===== src/rtl/dcf_params.svh =====
`ifndef DCF_PARAMS_SVH
`define DCF_PARAMS_SVH
// ********************
// Register offsets
// ********************
`define DCF_OFF_INT 8'h00
`define DCF_OFF_SSA 8'h10
`define DCF_OFF_DSA 8'h20
`define DCF_OFF_SSIZ 8'h30
`define DCF_OFF_DSIZ 8'h40
`define DCF_OFF_CSIZ 8'h50
`define DCF_OFF_CTRL 8'h60
`define DCF_OFF_PTR 8'h70
// ********************
// Field positions
// ********************
`define DCF_NFLAGS 5
`define DCF_FLAG_DHF 4
`define DCF_FLAG_BC 3
`define DCF_FLAG_CC 2
`define DCF_FLAG_TA 1
`define DCF_FLAG_ER 0
`define DCF_CTRL_EN 0
`define DCF_CTRL_AEN 1
`define DCF_CTRL_IRQ_LSB 8
`define DCF_PTR_DST_LSB 16
// ********************
// Reset values and widths
// ********************
`define DCF_RST_WORD 32'h00000000
`define DCF_SIZE_W 16
`define DCF_IRQ_W 8
`define DCF_ADDR_W 8
`endif


===== src/rtl/dcf_pkg.sv =====
package dcf_pkg;
  typedef enum logic [0:0] {
    DCF_IDLE = 1'b0,
    DCF_BUSY = 1'b1
  } dcf_state_t;
endpackage


===== src/rtl/dcf_channel.sv =====
// Contract
// - Flag when dest pointer reaches half size
// - Flag block done or pattern match
// - Flag each completed cell of bytes
// - Matching abort request stops transfer, flags
// - Flag invalid source or destination address
// - Source size field sixteen bits wide
//
// Chosen here: the APB register port and the placing of the registers.
`timescale 1ns/1ps
`default_nettype none
`include "dcf_params.svh"
module dcf_channel #(
  parameter int SIZE_W = `DCF_SIZE_W,
  parameter int IRQ_W = `DCF_IRQ_W
) (
  // Clock and reset
  input wire logic mclk,
  input wire logic rstn,
  // APB slave
  input wire logic psel,
  input wire logic penable,
  input wire logic pwrite,
  input wire logic [`DCF_ADDR_W-1:0] paddr,
  input wire logic [31:0] pwdata,
  output logic [31:0] prdata,
  output logic pready,
  output logic pslverr,
  // Transfer engine side
  input wire logic beat,
  input wire logic pattern_match,
  input wire logic irq_valid,
  input wire logic [IRQ_W-1:0] irq_num,
  input wire logic src_addr_bad,
  input wire logic dst_addr_bad,
  // Channel state
  output logic busy,
  output logic [31:0] cur_src_addr,
  output logic [31:0] cur_dst_addr
);
  // ********************
  // Elaboration checks
  // ********************
  if (SIZE_W < 2 || SIZE_W > 16) begin : g_bad_size
    $error("SIZE_W must lie in 2..16");
  end
  if (IRQ_W < 1 || IRQ_W > 8) begin : g_bad_irq
    $error("IRQ_W must lie in 1..8");
  end

  // ********************
  // Functions
  // ********************
  function automatic logic [SIZE_W-1:0] inc_wrap(input logic [SIZE_W-1:0] p, input logic [SIZE_W-1:0] sz);
    logic [SIZE_W:0] t;
    t = {1'b0, p} + {{SIZE_W{1'b0}}, 1'b1};
    inc_wrap = (t >= {1'b0, sz}) ? '0 : t[SIZE_W-1:0];
  endfunction

  function automatic logic [31:0] zext(input logic [SIZE_W-1:0] v);
    logic [31:0] r;
    r = '0;
    r[SIZE_W-1:0] = v;
    zext = r;
  endfunction

  // ********************
  // State
  // ********************
  dcf_pkg::dcf_state_t state_ff, nxt_state;
  logic [31:0] ssa_ff, nxt_ssa, dsa_ff, nxt_dsa;
  logic [SIZE_W-1:0] ssiz_ff, nxt_ssiz, dsiz_ff, nxt_dsiz, csiz_ff, nxt_csiz;
  logic [SIZE_W-1:0] sptr_ff, nxt_sptr, dptr_ff, nxt_dptr, cell_ff, nxt_cell, moved_ff, nxt_moved;
  logic aen_ff, nxt_aen;
  logic [IRQ_W-1:0] airq_ff, nxt_airq;
  logic [31:0] prdata_ff, nxt_prdata, csrc_ff, nxt_csrc, cdst_ff, nxt_cdst;
  logic pready_ff, nxt_pready, pslverr_ff, nxt_pslverr;
  logic [`DCF_NFLAGS-1:0] set_vec, clr_vec, flags;
  logic acc, wr, rd, hit, beat_ok, abort_hit, err_hit, stop, blk_done;
  logic [SIZE_W-1:0] big, dptr_inc;

  // ********************
  // Bus decode and engine
  // ********************
  always_comb begin
    // Writes commit on the edge that samples pready high; reads latch prdata one edge earlier, as pready rises
    acc = psel && penable && !pready_ff;
    wr = psel && penable && pready_ff && pwrite;
    rd = acc && !pwrite;
    hit = 1'b1;
    nxt_prdata = prdata_ff;
    nxt_pready = acc;
    nxt_ssa = ssa_ff;
    nxt_dsa = dsa_ff;
    nxt_ssiz = ssiz_ff;
    nxt_dsiz = dsiz_ff;
    nxt_csiz = csiz_ff;
    nxt_aen = aen_ff;
    nxt_airq = airq_ff;
    clr_vec = '0;
    nxt_state = state_ff;
    nxt_sptr = sptr_ff;
    nxt_dptr = dptr_ff;
    nxt_cell = cell_ff;
    nxt_moved = moved_ff;
    set_vec = '0;
    case (paddr)
      `DCF_OFF_INT: begin
        if (rd) begin
          nxt_prdata = `DCF_RST_WORD;
          nxt_prdata[`DCF_NFLAGS-1:0] = flags;
        end
        if (wr) clr_vec = pwdata[`DCF_NFLAGS-1:0];
      end
      `DCF_OFF_SSA: begin
        if (rd) nxt_prdata = ssa_ff;
        if (wr) nxt_ssa = pwdata;
      end
      `DCF_OFF_DSA: begin
        if (rd) nxt_prdata = dsa_ff;
        if (wr) nxt_dsa = pwdata;
      end
      `DCF_OFF_SSIZ: begin
        if (rd) nxt_prdata = zext(ssiz_ff);
        if (wr) nxt_ssiz = pwdata[SIZE_W-1:0];
      end
      `DCF_OFF_DSIZ: begin
        if (rd) nxt_prdata = zext(dsiz_ff);
        if (wr) nxt_dsiz = pwdata[SIZE_W-1:0];
      end
      `DCF_OFF_CSIZ: begin
        if (rd) nxt_prdata = zext(csiz_ff);
        if (wr) nxt_csiz = pwdata[SIZE_W-1:0];
      end
      `DCF_OFF_CTRL: begin
        if (rd) begin
          nxt_prdata = `DCF_RST_WORD;
          nxt_prdata[`DCF_CTRL_EN] = (state_ff == dcf_pkg::DCF_BUSY);
          nxt_prdata[`DCF_CTRL_AEN] = aen_ff;
          nxt_prdata[`DCF_CTRL_IRQ_LSB +: IRQ_W] = airq_ff;
        end
        if (wr) begin
          nxt_aen = pwdata[`DCF_CTRL_AEN];
          nxt_airq = pwdata[`DCF_CTRL_IRQ_LSB +: IRQ_W];
        end
      end
      `DCF_OFF_PTR: begin
        if (rd) nxt_prdata = zext(sptr_ff) | (zext(dptr_ff) << `DCF_PTR_DST_LSB);
      end
      default: begin
        hit = 1'b0;
        if (rd) nxt_prdata = `DCF_RST_WORD;
      end
    endcase
    nxt_pslverr = acc && !hit;

    big = (ssiz_ff > dsiz_ff) ? ssiz_ff : dsiz_ff;
    dptr_inc = inc_wrap(dptr_ff, dsiz_ff);
    beat_ok = (state_ff == dcf_pkg::DCF_BUSY) && beat;
    abort_hit = (state_ff == dcf_pkg::DCF_BUSY) && aen_ff && irq_valid && (irq_num == airq_ff);
    err_hit = (state_ff == dcf_pkg::DCF_BUSY) && (src_addr_bad || dst_addr_bad);
    // An abort or error swallows the beat of the same cycle
    stop = abort_hit || err_hit;
    blk_done = !stop && ((beat_ok && ({1'b0, moved_ff} + 1'b1 == {1'b0, big})) ||
                         ((state_ff == dcf_pkg::DCF_BUSY) && pattern_match));
    set_vec[`DCF_FLAG_TA] = abort_hit;
    set_vec[`DCF_FLAG_ER] = err_hit;
    set_vec[`DCF_FLAG_BC] = blk_done;

    case (state_ff)
      dcf_pkg::DCF_IDLE: begin
        if (wr && paddr == `DCF_OFF_CTRL && pwdata[`DCF_CTRL_EN]) begin
          nxt_state = dcf_pkg::DCF_BUSY;
          nxt_sptr = '0;
          nxt_dptr = '0;
          nxt_cell = '0;
          nxt_moved = '0;
        end
      end
      dcf_pkg::DCF_BUSY: begin
        if (beat_ok && !stop) begin
          nxt_sptr = inc_wrap(sptr_ff, ssiz_ff);
          nxt_dptr = dptr_inc;
          nxt_cell = inc_wrap(cell_ff, csiz_ff);
          nxt_moved = moved_ff + 1'b1;
          set_vec[`DCF_FLAG_DHF] = (dsiz_ff >> 1) != '0 && dptr_inc == (dsiz_ff >> 1);
          set_vec[`DCF_FLAG_CC] = (nxt_cell == '0);
        end
        if (stop || blk_done || (wr && paddr == `DCF_OFF_CTRL && !pwdata[`DCF_CTRL_EN])) begin
          nxt_state = dcf_pkg::DCF_IDLE;
        end
      end
      default: nxt_state = dcf_pkg::DCF_IDLE;
    endcase
    nxt_csrc = nxt_ssa + zext(nxt_sptr);
    nxt_cdst = nxt_dsa + zext(nxt_dptr);
  end

  always_ff @(posedge mclk) begin
    if (!rstn) begin
      state_ff <= dcf_pkg::DCF_IDLE;
      ssa_ff <= `DCF_RST_WORD;
      dsa_ff <= `DCF_RST_WORD;
      ssiz_ff <= '0;
      dsiz_ff <= '0;
      csiz_ff <= '0;
      aen_ff <= 1'b0;
      airq_ff <= '0;
      sptr_ff <= '0;
      dptr_ff <= '0;
      cell_ff <= '0;
      moved_ff <= '0;
      prdata_ff <= `DCF_RST_WORD;
      pready_ff <= 1'b0;
      pslverr_ff <= 1'b0;
      csrc_ff <= `DCF_RST_WORD;
      cdst_ff <= `DCF_RST_WORD;
    end else begin
      state_ff <= nxt_state;
      ssa_ff <= nxt_ssa;
      dsa_ff <= nxt_dsa;
      ssiz_ff <= nxt_ssiz;
      dsiz_ff <= nxt_dsiz;
      csiz_ff <= nxt_csiz;
      aen_ff <= nxt_aen;
      airq_ff <= nxt_airq;
      sptr_ff <= nxt_sptr;
      dptr_ff <= nxt_dptr;
      cell_ff <= nxt_cell;
      moved_ff <= nxt_moved;
      prdata_ff <= nxt_prdata;
      pready_ff <= nxt_pready;
      pslverr_ff <= nxt_pslverr;
      csrc_ff <= nxt_csrc;
      cdst_ff <= nxt_cdst;
    end
  end

  dcf_flag_unit #(.W(`DCF_NFLAGS)) u_flags (
    .mclk(mclk),
    .rstn(rstn),
    .set_vec(set_vec),
    .clr_vec(clr_vec),
    .flags(flags)
  );

  assign prdata = prdata_ff;
  assign pready = pready_ff;
  assign pslverr = pslverr_ff;
  assign busy = (state_ff == dcf_pkg::DCF_BUSY);
  assign cur_src_addr = csrc_ff;
  assign cur_dst_addr = cdst_ff;
endmodule
`default_nettype wire


===== src/rtl/dcf_flag_unit.sv =====
`timescale 1ns/1ps
`default_nettype none
module dcf_flag_unit #(
  parameter int W = 5
) (
  // Clock and reset
  input wire logic mclk,
  input wire logic rstn,
  // Events and clears
  input wire logic [W-1:0] set_vec,
  input wire logic [W-1:0] clr_vec,
  // Sticky flags
  output logic [W-1:0] flags
);
  if (W < 1) begin : g_bad_width
    $error("W must be at least 1");
  end

  logic [W-1:0] flags_ff;
  logic [W-1:0] nxt_flags;

  always_comb begin
    nxt_flags = (flags_ff & ~clr_vec) | set_vec;
  end

  always_ff @(posedge mclk) begin
    if (!rstn) begin
      flags_ff <= '0;
    end else begin
      flags_ff <= nxt_flags;
    end
  end

  assign flags = flags_ff;
endmodule
`default_nettype wire


===== config.mk =====
export PLATFORM = sky130hd
export DESIGN_NAME = dcf_channel
export DESIGN_NICKNAME = d
export VERILOG_FILES = /design/src/rtl/dcf_pkg.sv /design/src/rtl/dcf_channel.sv /design/src/rtl/dcf_flag_unit.sv
export VERILOG_INCLUDE_DIRS = /design/src /design/src/rtl
export SDC_FILE = /design/constraint.sdc
export NUM_CORES = 1
export LEC_CHECK = 0
export BUFFER_PORTS_ARGS = -buffer_cell sky130_fd_sc_hd__buf_2
export CAP_MARGIN = 0
export CORE_UTILIZATION = 50
export DETAILED_ROUTE_END_ITERATION = 16
export HOLD_SLACK_MARGIN = 0.08
export MAX_ROUTING_LAYER = met4
export PLACE_DENSITY = 0.76
export RECOVER_POWER = 100
export SYNTH_ARGS = -nofsm -noshare
export SYNTH_HDL_FRONTEND = slang
export SYNTH_SLANG_ARGS = --single-unit

===== constraint.sdc =====
create_clock -name mclk -period 9.2 [get_ports mclk]
set_input_delay 1.38 -clock mclk [delete_from_list [all_inputs] [get_ports mclk]]
set_output_delay 1.38 -clock mclk [all_outputs]
set_load 0.005 [all_outputs]

After elaboration in Yosys (flattened, before gate mapping):

Cells that the tools add are included.

* bitwise gates (word level): 5
* multiplexer cells: 39
* eq/ne operators: 12
* magnitude comparators: 4
* reductions and logical operators: 38
* add/subtract/negate cells: 7

Operator list (number)
* $mux 32: 13
* $pmux 32 s8: 1
* $mux 16: 11
* $pmux 16 s2: 4
* $add 16x1->17 const B: 4
* $add 32x16->32: 2
* $ge 17x16->1: 3
* $eq 8x7->1 const B: 4
* $or 16x32->32: 1
* $logic_and 1x1->1: 19
* $eq 17x16->1: 1
* $add 16x1->16 const B: 1
* $eq 16x15->1: 1
* $eq 8x6->1 const B: 2
* $gt 16x16->1: 1
* $logic_not 16->1: 1
* $reduce_bool 16->1: 1
* $mux 5: 2
* $reduce_and 2->1: 5
* $eq 8x5->1 const B: 1
* $eq 8x8->1: 1
* $logic_not 8->1: 1
* $reduce_or 8->1: 1
* $mux 1: 7
* other kinds (9): 17

* bits of input ports: 58
* logic and storage cells: 123
* register bits: 289
* output and inout port bits: 99

Logic depth before layout (Yosys ltp):

Gate-level depths: netlist of the first run.

* word-level depth: 10
* depth in mapped cells: 28
* gate-level depth less buffers: 27

Hierarchy:

Synthesis of the first run repeated with hierarchy kept, for this count alone.

* cell total of the unflattened synthesis: 2040
* area, all modules: 16308.1 um^2

By module, submodules not included
* dcf_channel: area each 16101.7 um^2, instances 1, cells each 2025
* dcf_flag_unit: area each 206.4 um^2, instances 1, cells each 15

Worst setup path after synthesis of the first run:

No wires, ideal clock.

* path kind: input-to-reg
* start: in paddr[1]
* end: reg cdst_ff[18] (netlist: cur_dst_addr[18])
* slack: 3131 ps
* path buffers: 3
* library setup time: 86 ps
* stages on the path: 21
* data arrival time: 5984 ps
* path through: or4_4 nor4_2 nand2_1 clkbuf_1 clkbuf_1 clkbuf_1 nand2_1 nand2_1 ha_1 inv_1 fa_1 nor2b_1 o21a_1 o21ai_0 a21oi_1 a211o_1 a221o_1 a21oi_1 o21ai_0 o311a_1 a211oi_1

RTL lines
* start: declaration: RTL line dcf_channel.sv:24 `` input wire logic [`DCF_ADDR_W-1:0] paddr, ``
* $eq 8x6->1: RTL line dcf_channel.sv:107 `case (paddr)`
* $mux 32: RTL line dcf_channel.sv:107
* net nxt_dsa[0]: RTL line dcf_channel.sv:71 `logic [31:0] ssa_ff, nxt_ssa, dsa_ff, nxt_dsa;`
* $add 32x16->32: RTL line dcf_channel.sv:196 `nxt_cdst = nxt_dsa + zext(nxt_dptr);`
* end signal: assignment: RTL line dcf_channel.sv:217 `` cdst_ff <= `DCF_RST_WORD; ``
* end signal: assignment: RTL line dcf_channel.sv:235 `cdst_ff <= nxt_cdst;`
* end: declaration: RTL line dcf_channel.sv:76 `logic [31:0] prdata_ff, nxt_prdata, csrc_ff, nxt_csrc, cdst_ff, nxt_cdst;`

The timed path passes the listed nets, and every way through them passes these cells.
A chain may end at the register's enable or synchronous reset.

Worst setup path after layout of the first run:

* start: in paddr[1]
* end: reg cdst_ff[31] (netlist: cur_dst_addr[31])

* word-level cells in the longest chain between the ends: 6

Ends and longest elaborated chain
* $eq 8x7->1
* $logic_and 1x1->1 (no line)
* $logic_and 1x1->1: RTL line dcf_channel.sv:172 `` if (wr && paddr == `DCF_OFF_CTRL && pwdata[`DCF_CTRL_EN]) begin ``
* $mux 16: RTL line dcf_channel.sv:172
* $pmux 16 s2: RTL line dcf_channel.sv:170 `case (state_ff)`
* net nxt_dptr[12]: RTL line dcf_channel.sv:73 `logic [SIZE_W-1:0] sptr_ff, nxt_sptr, dptr_ff, nxt_dptr, cell_ff, nxt_cell, moved_ff, nxt_moved;`
* $add 32x16->32: RTL line dcf_channel.sv:196

The timed path passes the listed nets, and every way through them passes these cells.

==> key figures, run 1 <==
Placement
  • Final HPWL DP: roughly 42 mm
  • Placed instance area: around 17,000 sq um
  • Placed instance count: between 2,000 and 3,000
  • IO Port Bufs: roughly 160
  • Pre-CTS setup slack: about 2000 ps
  • Final GP Congestion: 1.04

Critical path
  • Critical Path RT: 9450 ps
  • Crit-path cells: buf_2 -> or4_1 -> nor2_1 -> nand2_1 -> nor3_2 -> clkbuf_1 -> nand2_1 -> nor2_1 -> nor2_4 -> clkbuf_1 -> nand2_1 -> o21ai_0 -> ha_1 -> a21oi_1 -> nor2_1 -> nand2_1 -> o31ai_1 -> nor3b_1 -> xor2_1 -> nor2_1
  • Worst R2R Path Depth: 24
  • Max incr delay on CP: around 990 ps
  • Worst Setup Path Type: input port to flip-flop
  • Kind of end point of the critical path: flip-flop
  • Max Fanout on Critical Path: 40
  • Arr. time, crit path: approximately 8300 ps
  • Critical path's slowest cell: o31ai_1
  • Startpoint Class: input port

Synthesis
  • Syn Area/Cell: a little under 8 sq um
  • Top FF cell, synth: dfxtp_1
  • Flops & latches, synth: 289
  • Post-synth EDFFs: 0
  • Mapped Nets: 2,239
  • Synthesized area: approximately 16,000 sq um
  • Proportion of synthesized area in mux cells: roughly 3.0%
  • Area contributors post-synth: dfxtp_1 35%, ha_1 7.7%, nand2_1 7.2%, a21oi_1 6.2%, nor2_1 4.9%
  • Post-synthesis simple-gate area fraction: about a quarter
  • Asr flop ratio synth: 0%
  • Synth Area in Compound Gates: about a fifth
  • Mapped Cells: 2,079
  • XOR/XNOR Fraction of Synth Area: between 7 and 8%
  • Post-synth top area share: 35.4%
  • Post-synthesis sequential area ratio: 35.4%
  • Netlist cell types: 66
  • Synth warn: 0
  • Largest family of logic cells by synthesized area: simple AND/OR/NAND/NOR gates
  • Leading area contributor after synthesis: dfxtp_1
  • Post-Synth Adder-Cell Area: slightly below 8%

Run status
  • Status: complete, but fails checks
  • Failing checks: max-capacitance violations, max-slew violations

Power
  • Leak: approximately 7.6 nW
  • Peak supply drop: 130 uV
  • Pwr Total: around 2.8 mW
  • Power density cells: roughly 150 nW/um^2

Clock tree
  • Num CTS Buffers: 34
  • Clock Latency Late Sink: ~530 ps
  • CTS root buf: clkbuf_16
  • CTS sink cnt: ~290
  • Gates resized, CTS repair: 0
  • Clock slew seen by the registers of the worst setup and hold paths: roughly 60 ps
  • CTS tree: done
  • Cts hold-fix bufs: 0
  • CTS H-tree lvls: 2
  • Postcts setup bufs: 0
  • Clk buf depth: 3

Final layout
  • Share of cells above drive strength 1: under 10%
  • Synth-to-Final Area Change: 13.7%
  • Fin util: 58.3%
  • Cell area after layout: 18,600 sq um
  • Finished Layout Cells: ~2,600
  • Layout Nets: 2,342

Timing
  • TNS Setup: 0 ps
  • Worst-Margin Slew: between 4000 and 5000 ps
  • Fmax: approximately 120 MHz
  • Worst Setup Slack, final: 1130 ps
  • Slew HR: -187%
  • # setup viols final: 0
  • Skew final: about 34 ps
  • Final hold slack: 483 ps
  • RSZ-0062 raised after global routing: no
  • Max-slew violation count: 289
  • Final hold vios: 0
  • Tcrit/Tclk final: slightly below 90%
  • Fin crit period: between 8000 and 9000 ps

Drt
  • WL per Instance: between 20 and 25 um
  • Final wirelength: around 57 mm
  • Final ANT Viol Nets: 0
  • Drt first pass iters: 8
  • Vias/cell: just over 6
  • Initial DRC Count: ~1,800
  • Drt drc: 0
  • Via Count: between 15,000 and 20,000

Floorplanning
  • Chip width: 183 um
  • Row Count: 65
  • Die span in y: between 150 and 200 um
  • Die Area: 33,400 sq um
  • Core area: 31,900 sq um
  • Initial Util: about half
  • Io pins: approximately 160

Global routing
  • First-pass GRT wire length: between 80 and 90 mm
  • GRT overflow: 0
  • Initial antenna violation count: 3
  • Largest net degree at the start of global routing: 204
  • Overall Global Routing Usage: between 30% and 40%
  • Vias in the first global route: roughly 15,000

Hold path
  • Worst hold stages: 2
  • Min-delay worst type: flip-flop to flip-flop

Flow run
  • Max Cap Viol: 3
[synthesized netlist by cell type (5+ instances only)]
library cell,n
nand2_1,314
dfxtp_1,289
nor2_1,215
a21oi_1,201
clkbuf_1,101
ha_1,100
o21ai_0,82
inv_1,71
xnor2_1,70
nand3_1,66
xor2_1,62
nor3_1,52
a22oi_1,46
mux2i_1,44
and3_1,30
and2_1,29
a21o_1,27
nand4_1,24
a31oi_1,23
nor4_1,21
a221oi_1,17
a311oi_1,16
nand3b_1,16
a22o_1,13
nand2b_1,13
nor2b_1,11
nor3b_1,10
or3_1,10
or2_2,9
a211oi_1,6
o21a_1,6
o21bai_1,6
o31ai_1,6
a222oi_1,5
and4_1,5
or4_1,5
[worst max-delay path, delay by kind of cell]
family	cells	cell delay, ps
AO/OA/AOI/OAI	3	1290
AND/OR/NAND/NOR	12	3250
buffers and inverters	3	1660
XOR/XNOR	1	180
adder cells (fa/ha/maj)	1	450
[layout by cell type (no fill, tap or decap), drive strengths merged, types with 53 or more instances in the layout]
cell type | synthesis | final
buf | 7 | 119
a21oi | 201 | 201
inv | 71 | 70
o21ai | 84 | 84
nor3 | 53 | 53
ha | 100 | 100
dfxtp | 289 | 289
nor2 | 215 | 215
nand3 | 66 | 66
nand2 | 314 | 314
xnor2 | 70 | 70
clkbuf | 101 | 105
xor2 | 62 | 62
[per-layer routing]
metal	share of wire, %	vias up	GRT usage [%]
met5	0	-	-
met4	5.5	0	18.5
met3	10	173	6.18
met2	44	963	54.0
met1	40	7780	43.4
li1	-	7561	-
[final cells by class]
class,count,area (sq um)
repair buffers,175,841
clock buffers,49,998
diodes,3,7.51
flip-flops and latches,289,5790
fillers,2977,13300
inverters,71,268
multi-input cells,1611,9930
clock inverters,12,211
well taps,435,544
[path summary, 6_finish.rpt]
kind              slack [ps]        from          endpoint
setup / recovery        1130    paddr[1]  cur_dst_addr[31]
hold / removal           480   ssa_ff[1]         ssa_ff[1]
setup reg to reg        2000  dptr_ff[0]  cur_dst_addr[18]
hold reg to reg          480   ssa_ff[1]         ssa_ff[1]
[flip-flops by register name, indices dropped and copies added (netlist names), 8 cells and up]
signal        flops
airq_ff           8
sptr_ff          16
dsiz_ff          16
ssa_ff           32
moved_ff         16
cell_ff          16
cur_src_addr     32
dptr_ff          16
dsa_ff           32
ssiz_ff          16
prdata           32
cur_dst_addr     32
csiz_ff          16
[power breakdown]
group	internal [mW]	leakage (nW)	total, mW	switching [mW]
registers	1.26	2.33	1.26	0.00589
clock network	0.900	0.594	1.46	0.559
logic	0.0228	4.63	0.0887	0.0660
total	2.18	7.56	2.81	0.630
[logic make-up (layout without fill, tap and decap cells)]
logic type | after synthesis | after routing
DFF | 289 | 289
other | 0 | 3
xor gates and xnor gates | 132 | 132
and+or+nand+nor | 837 | 837
buffers and inverters | 179 | 307
adders and majority gates | 102 | 102
muxes | 47 | 47
AOI/OAI and AO/OA | 493 | 493
No activity file was read; power rests on OpenSTA's default activity.
==> run 2: changes to the inputs <==
Settings changed: CTS_CLUSTER_SIZE set to 30, REMOVE_ABC_BUFFERS set to 1.
==> key figures, run 2 (synthesized netlist as in run 1, its figures left out) <==
Critical path
  • Max incr delay on CP: ~1500 ps
  • Flop2flop setup slack: roughly 1800 ps
  • Crit-path cells: buf_2 -> or4_1 -> nor4_1 -> clkbuf_1 -> nand2_1 -> mux2i_1 -> inv_1 -> ha_1 -> a21o_1 -> a21o_1 -> a2111oi_0 -> or3_1 -> nand3_1 -> nand2_1 -> o31ai_1 -> clkbuf_1 -> nor3b_1 -> xor2_1 -> nor2_1
  • Max Fanout on Critical Path: 32
  • Arr. time, crit path: between 8000 and 9000 ps
  • Critical path's slowest cell: clkbuf_1
  • Kind of end point of the critical path: flip-flop
  • Critical Path RT: around 9500 ps
  • Worst Setup Path Type: input port to flip-flop
  • Startpoint Class: input port

Placement
  • Pre-CTS setup slack: 1910 ps
  • Final GP Congestion: between 1 and 1.5
  • Placed instance area: about 18,000 sq um
  • IO Port Bufs: 156
  • Final HPWL DP: 41.9 mm

Final layout
  • Share of cells above drive strength 1: 9.40%
  • Synth-to-Final Area Change: 13.5%
  • Commonest non-fill, non-tap cell in the layout: nand2_1
  • Layout Nets: between 2,000 and 2,500
  • Commonest non-fill, non-tap cells in the layout: 314 x nand2_1, 289 x dfxtp_1, 212 x nor2_1, 201 x a21oi_1, 111 x buf_2
  • N_diodes: 0
  • Cell area after layout: 18,500 sq um

Power
  • Peak supply drop: roughly 100 uV
  • Pwr Total: ~2.7 mW
  • Internal power: around 2.1 mW
  • Sw Share: 22.5%
  • Sw Pwr: between 0.6 and 0.7 mW
  • Leak: roughly 7.6 nW
  • Clock share of power: around half
  • Combinational Power Share: 3.0%
  • Power density cells: 148 nW/um^2
  • Fraction of power consumed by sequential logic: a little under half

Clock tree
  • Cts hold-fix bufs: 0
  • Clk buf depth: 3
  • Gates resized, CTS repair: 0
  • Clock slew seen by the registers of the worst setup and hold paths: roughly 60 ps
  • Num CTS Buffers: 34
  • CTS H-tree lvls: 2
  • CTS root buf: clkbuf_16
  • Clock Latency Late Sink: approximately 520 ps
  • CTS tree: done
  • CTS sink cnt: around 290
  • Postcts setup bufs: 0

Timing
  • RSZ-0062 raised after global routing: no
  • Skew final: about 15 ps
  • Final hold vios: 0
  • TNS Setup: 0 ps
  • Tcrit/Tclk final: approximately 89%
  • Max-slew violation count: between 300 and 400
  • Worst-Margin Slew: approximately 4000 ps
  • Fin crit period: ~8200 ps
  • Slew HR: -167%
  • Worst Setup Slack, final: 1010 ps
  • Final hold slack: roughly 470 ps
  • Fmax: 122 MHz
  • # setup viols final: 0

Global routing
  • Largest net degree at the start of global routing: 94
  • First-pass GRT wire length: 85.8 mm
  • Overall Global Routing Usage: between 30% and 40%
  • GRT overflow: 0
  • Initial antenna violation count: 0
  • Vias in the first global route: 15,000

Floorplanning
  • Initial Util: between 50% and 60%
  • Io pins: 157
  • Chip width: around 180 um
  • Core area: ~32,000 sq um
  • Die Area: 33,400 sq um
  • Row Count: 65
  • Die span in y: between 150 and 200 um

Drt
  • Drt first pass iters: 5
  • Vias/cell: about 6
  • WL per Instance: 21.5 um
  • Via Count: 16,200
  • Drt drc: 0
  • Final wirelength: ~57 mm
  • Initial DRC Count: around 1,400
  • Final ANT Viol Nets: 0

Run status
  • Status: complete, but fails checks
  • Failing checks: max-capacitance violations, max-slew violations

Flow run
  • Max Cap Viol: 5

Hold path
  • Min-delay worst type: flip-flop to flip-flop
[run 2: per-stage QoR]
step	instances	util, %
floorplan	1971	-
global placement	2591	55.0
detailed placement	2591	55.0
CTS	2648	58.6
global route	2648	58.2
finish	2648	58.2
[run 2: worst paths after layout]
check             cells after the start               end             start
setup / recovery                     19  cur_dst_addr[31]          paddr[1]
hold / removal                        2  u_flags.flags[2]  u_flags.flags[2]
setup reg to reg                     18  cur_src_addr[26]              busy
hold reg to reg                       2  u_flags.flags[2]  u_flags.flags[2]
[run 2: power groups by stage]
stage / registers [mW] / logic, mW / clock network, mW
floorplan: 1.29 / 0.0291 / 0
global placement: 1.29 / 0.0818 / 0
detailed placement: 1.29 / 0.0825 / 0
CTS: 1.26 / 0.0830 / 1.41
global route: 1.26 / 0.0875 / 1.47
finish: 1.26 / 0.0825 / 1.40
[run 2: routing by layer]
layer  wire length, um  track usage, %
met5                 0               -
met4              3190            18.3
met3              4580            5.80
met2             26600            56.7
met1             22500            40.1
[run 2: final cells by class]
cell class                      instances  area, sq um
Clock buffer                           44          960
Clock inverter                         13          176
Fill cell                            3000        13300
Inverter                               71          268
Multi-Input combinational cell       1611         9890
Sequential cell                       289         5790
Tap cell                              435          544
Timing Repair Buffer                  185          912
[run 2: critical path: cells and delay by family]
| kind | cells | cell delay [ps] |
|---|---|---|
| mux | 1 | 550 |
| buf+inv | 4 | 1990 |
| simple gates | 8 | 2620 |
| fa+ha+maj | 1 | 280 |
| compound gates | 4 | 1440 |
| xor+xnor | 1 | 160 |
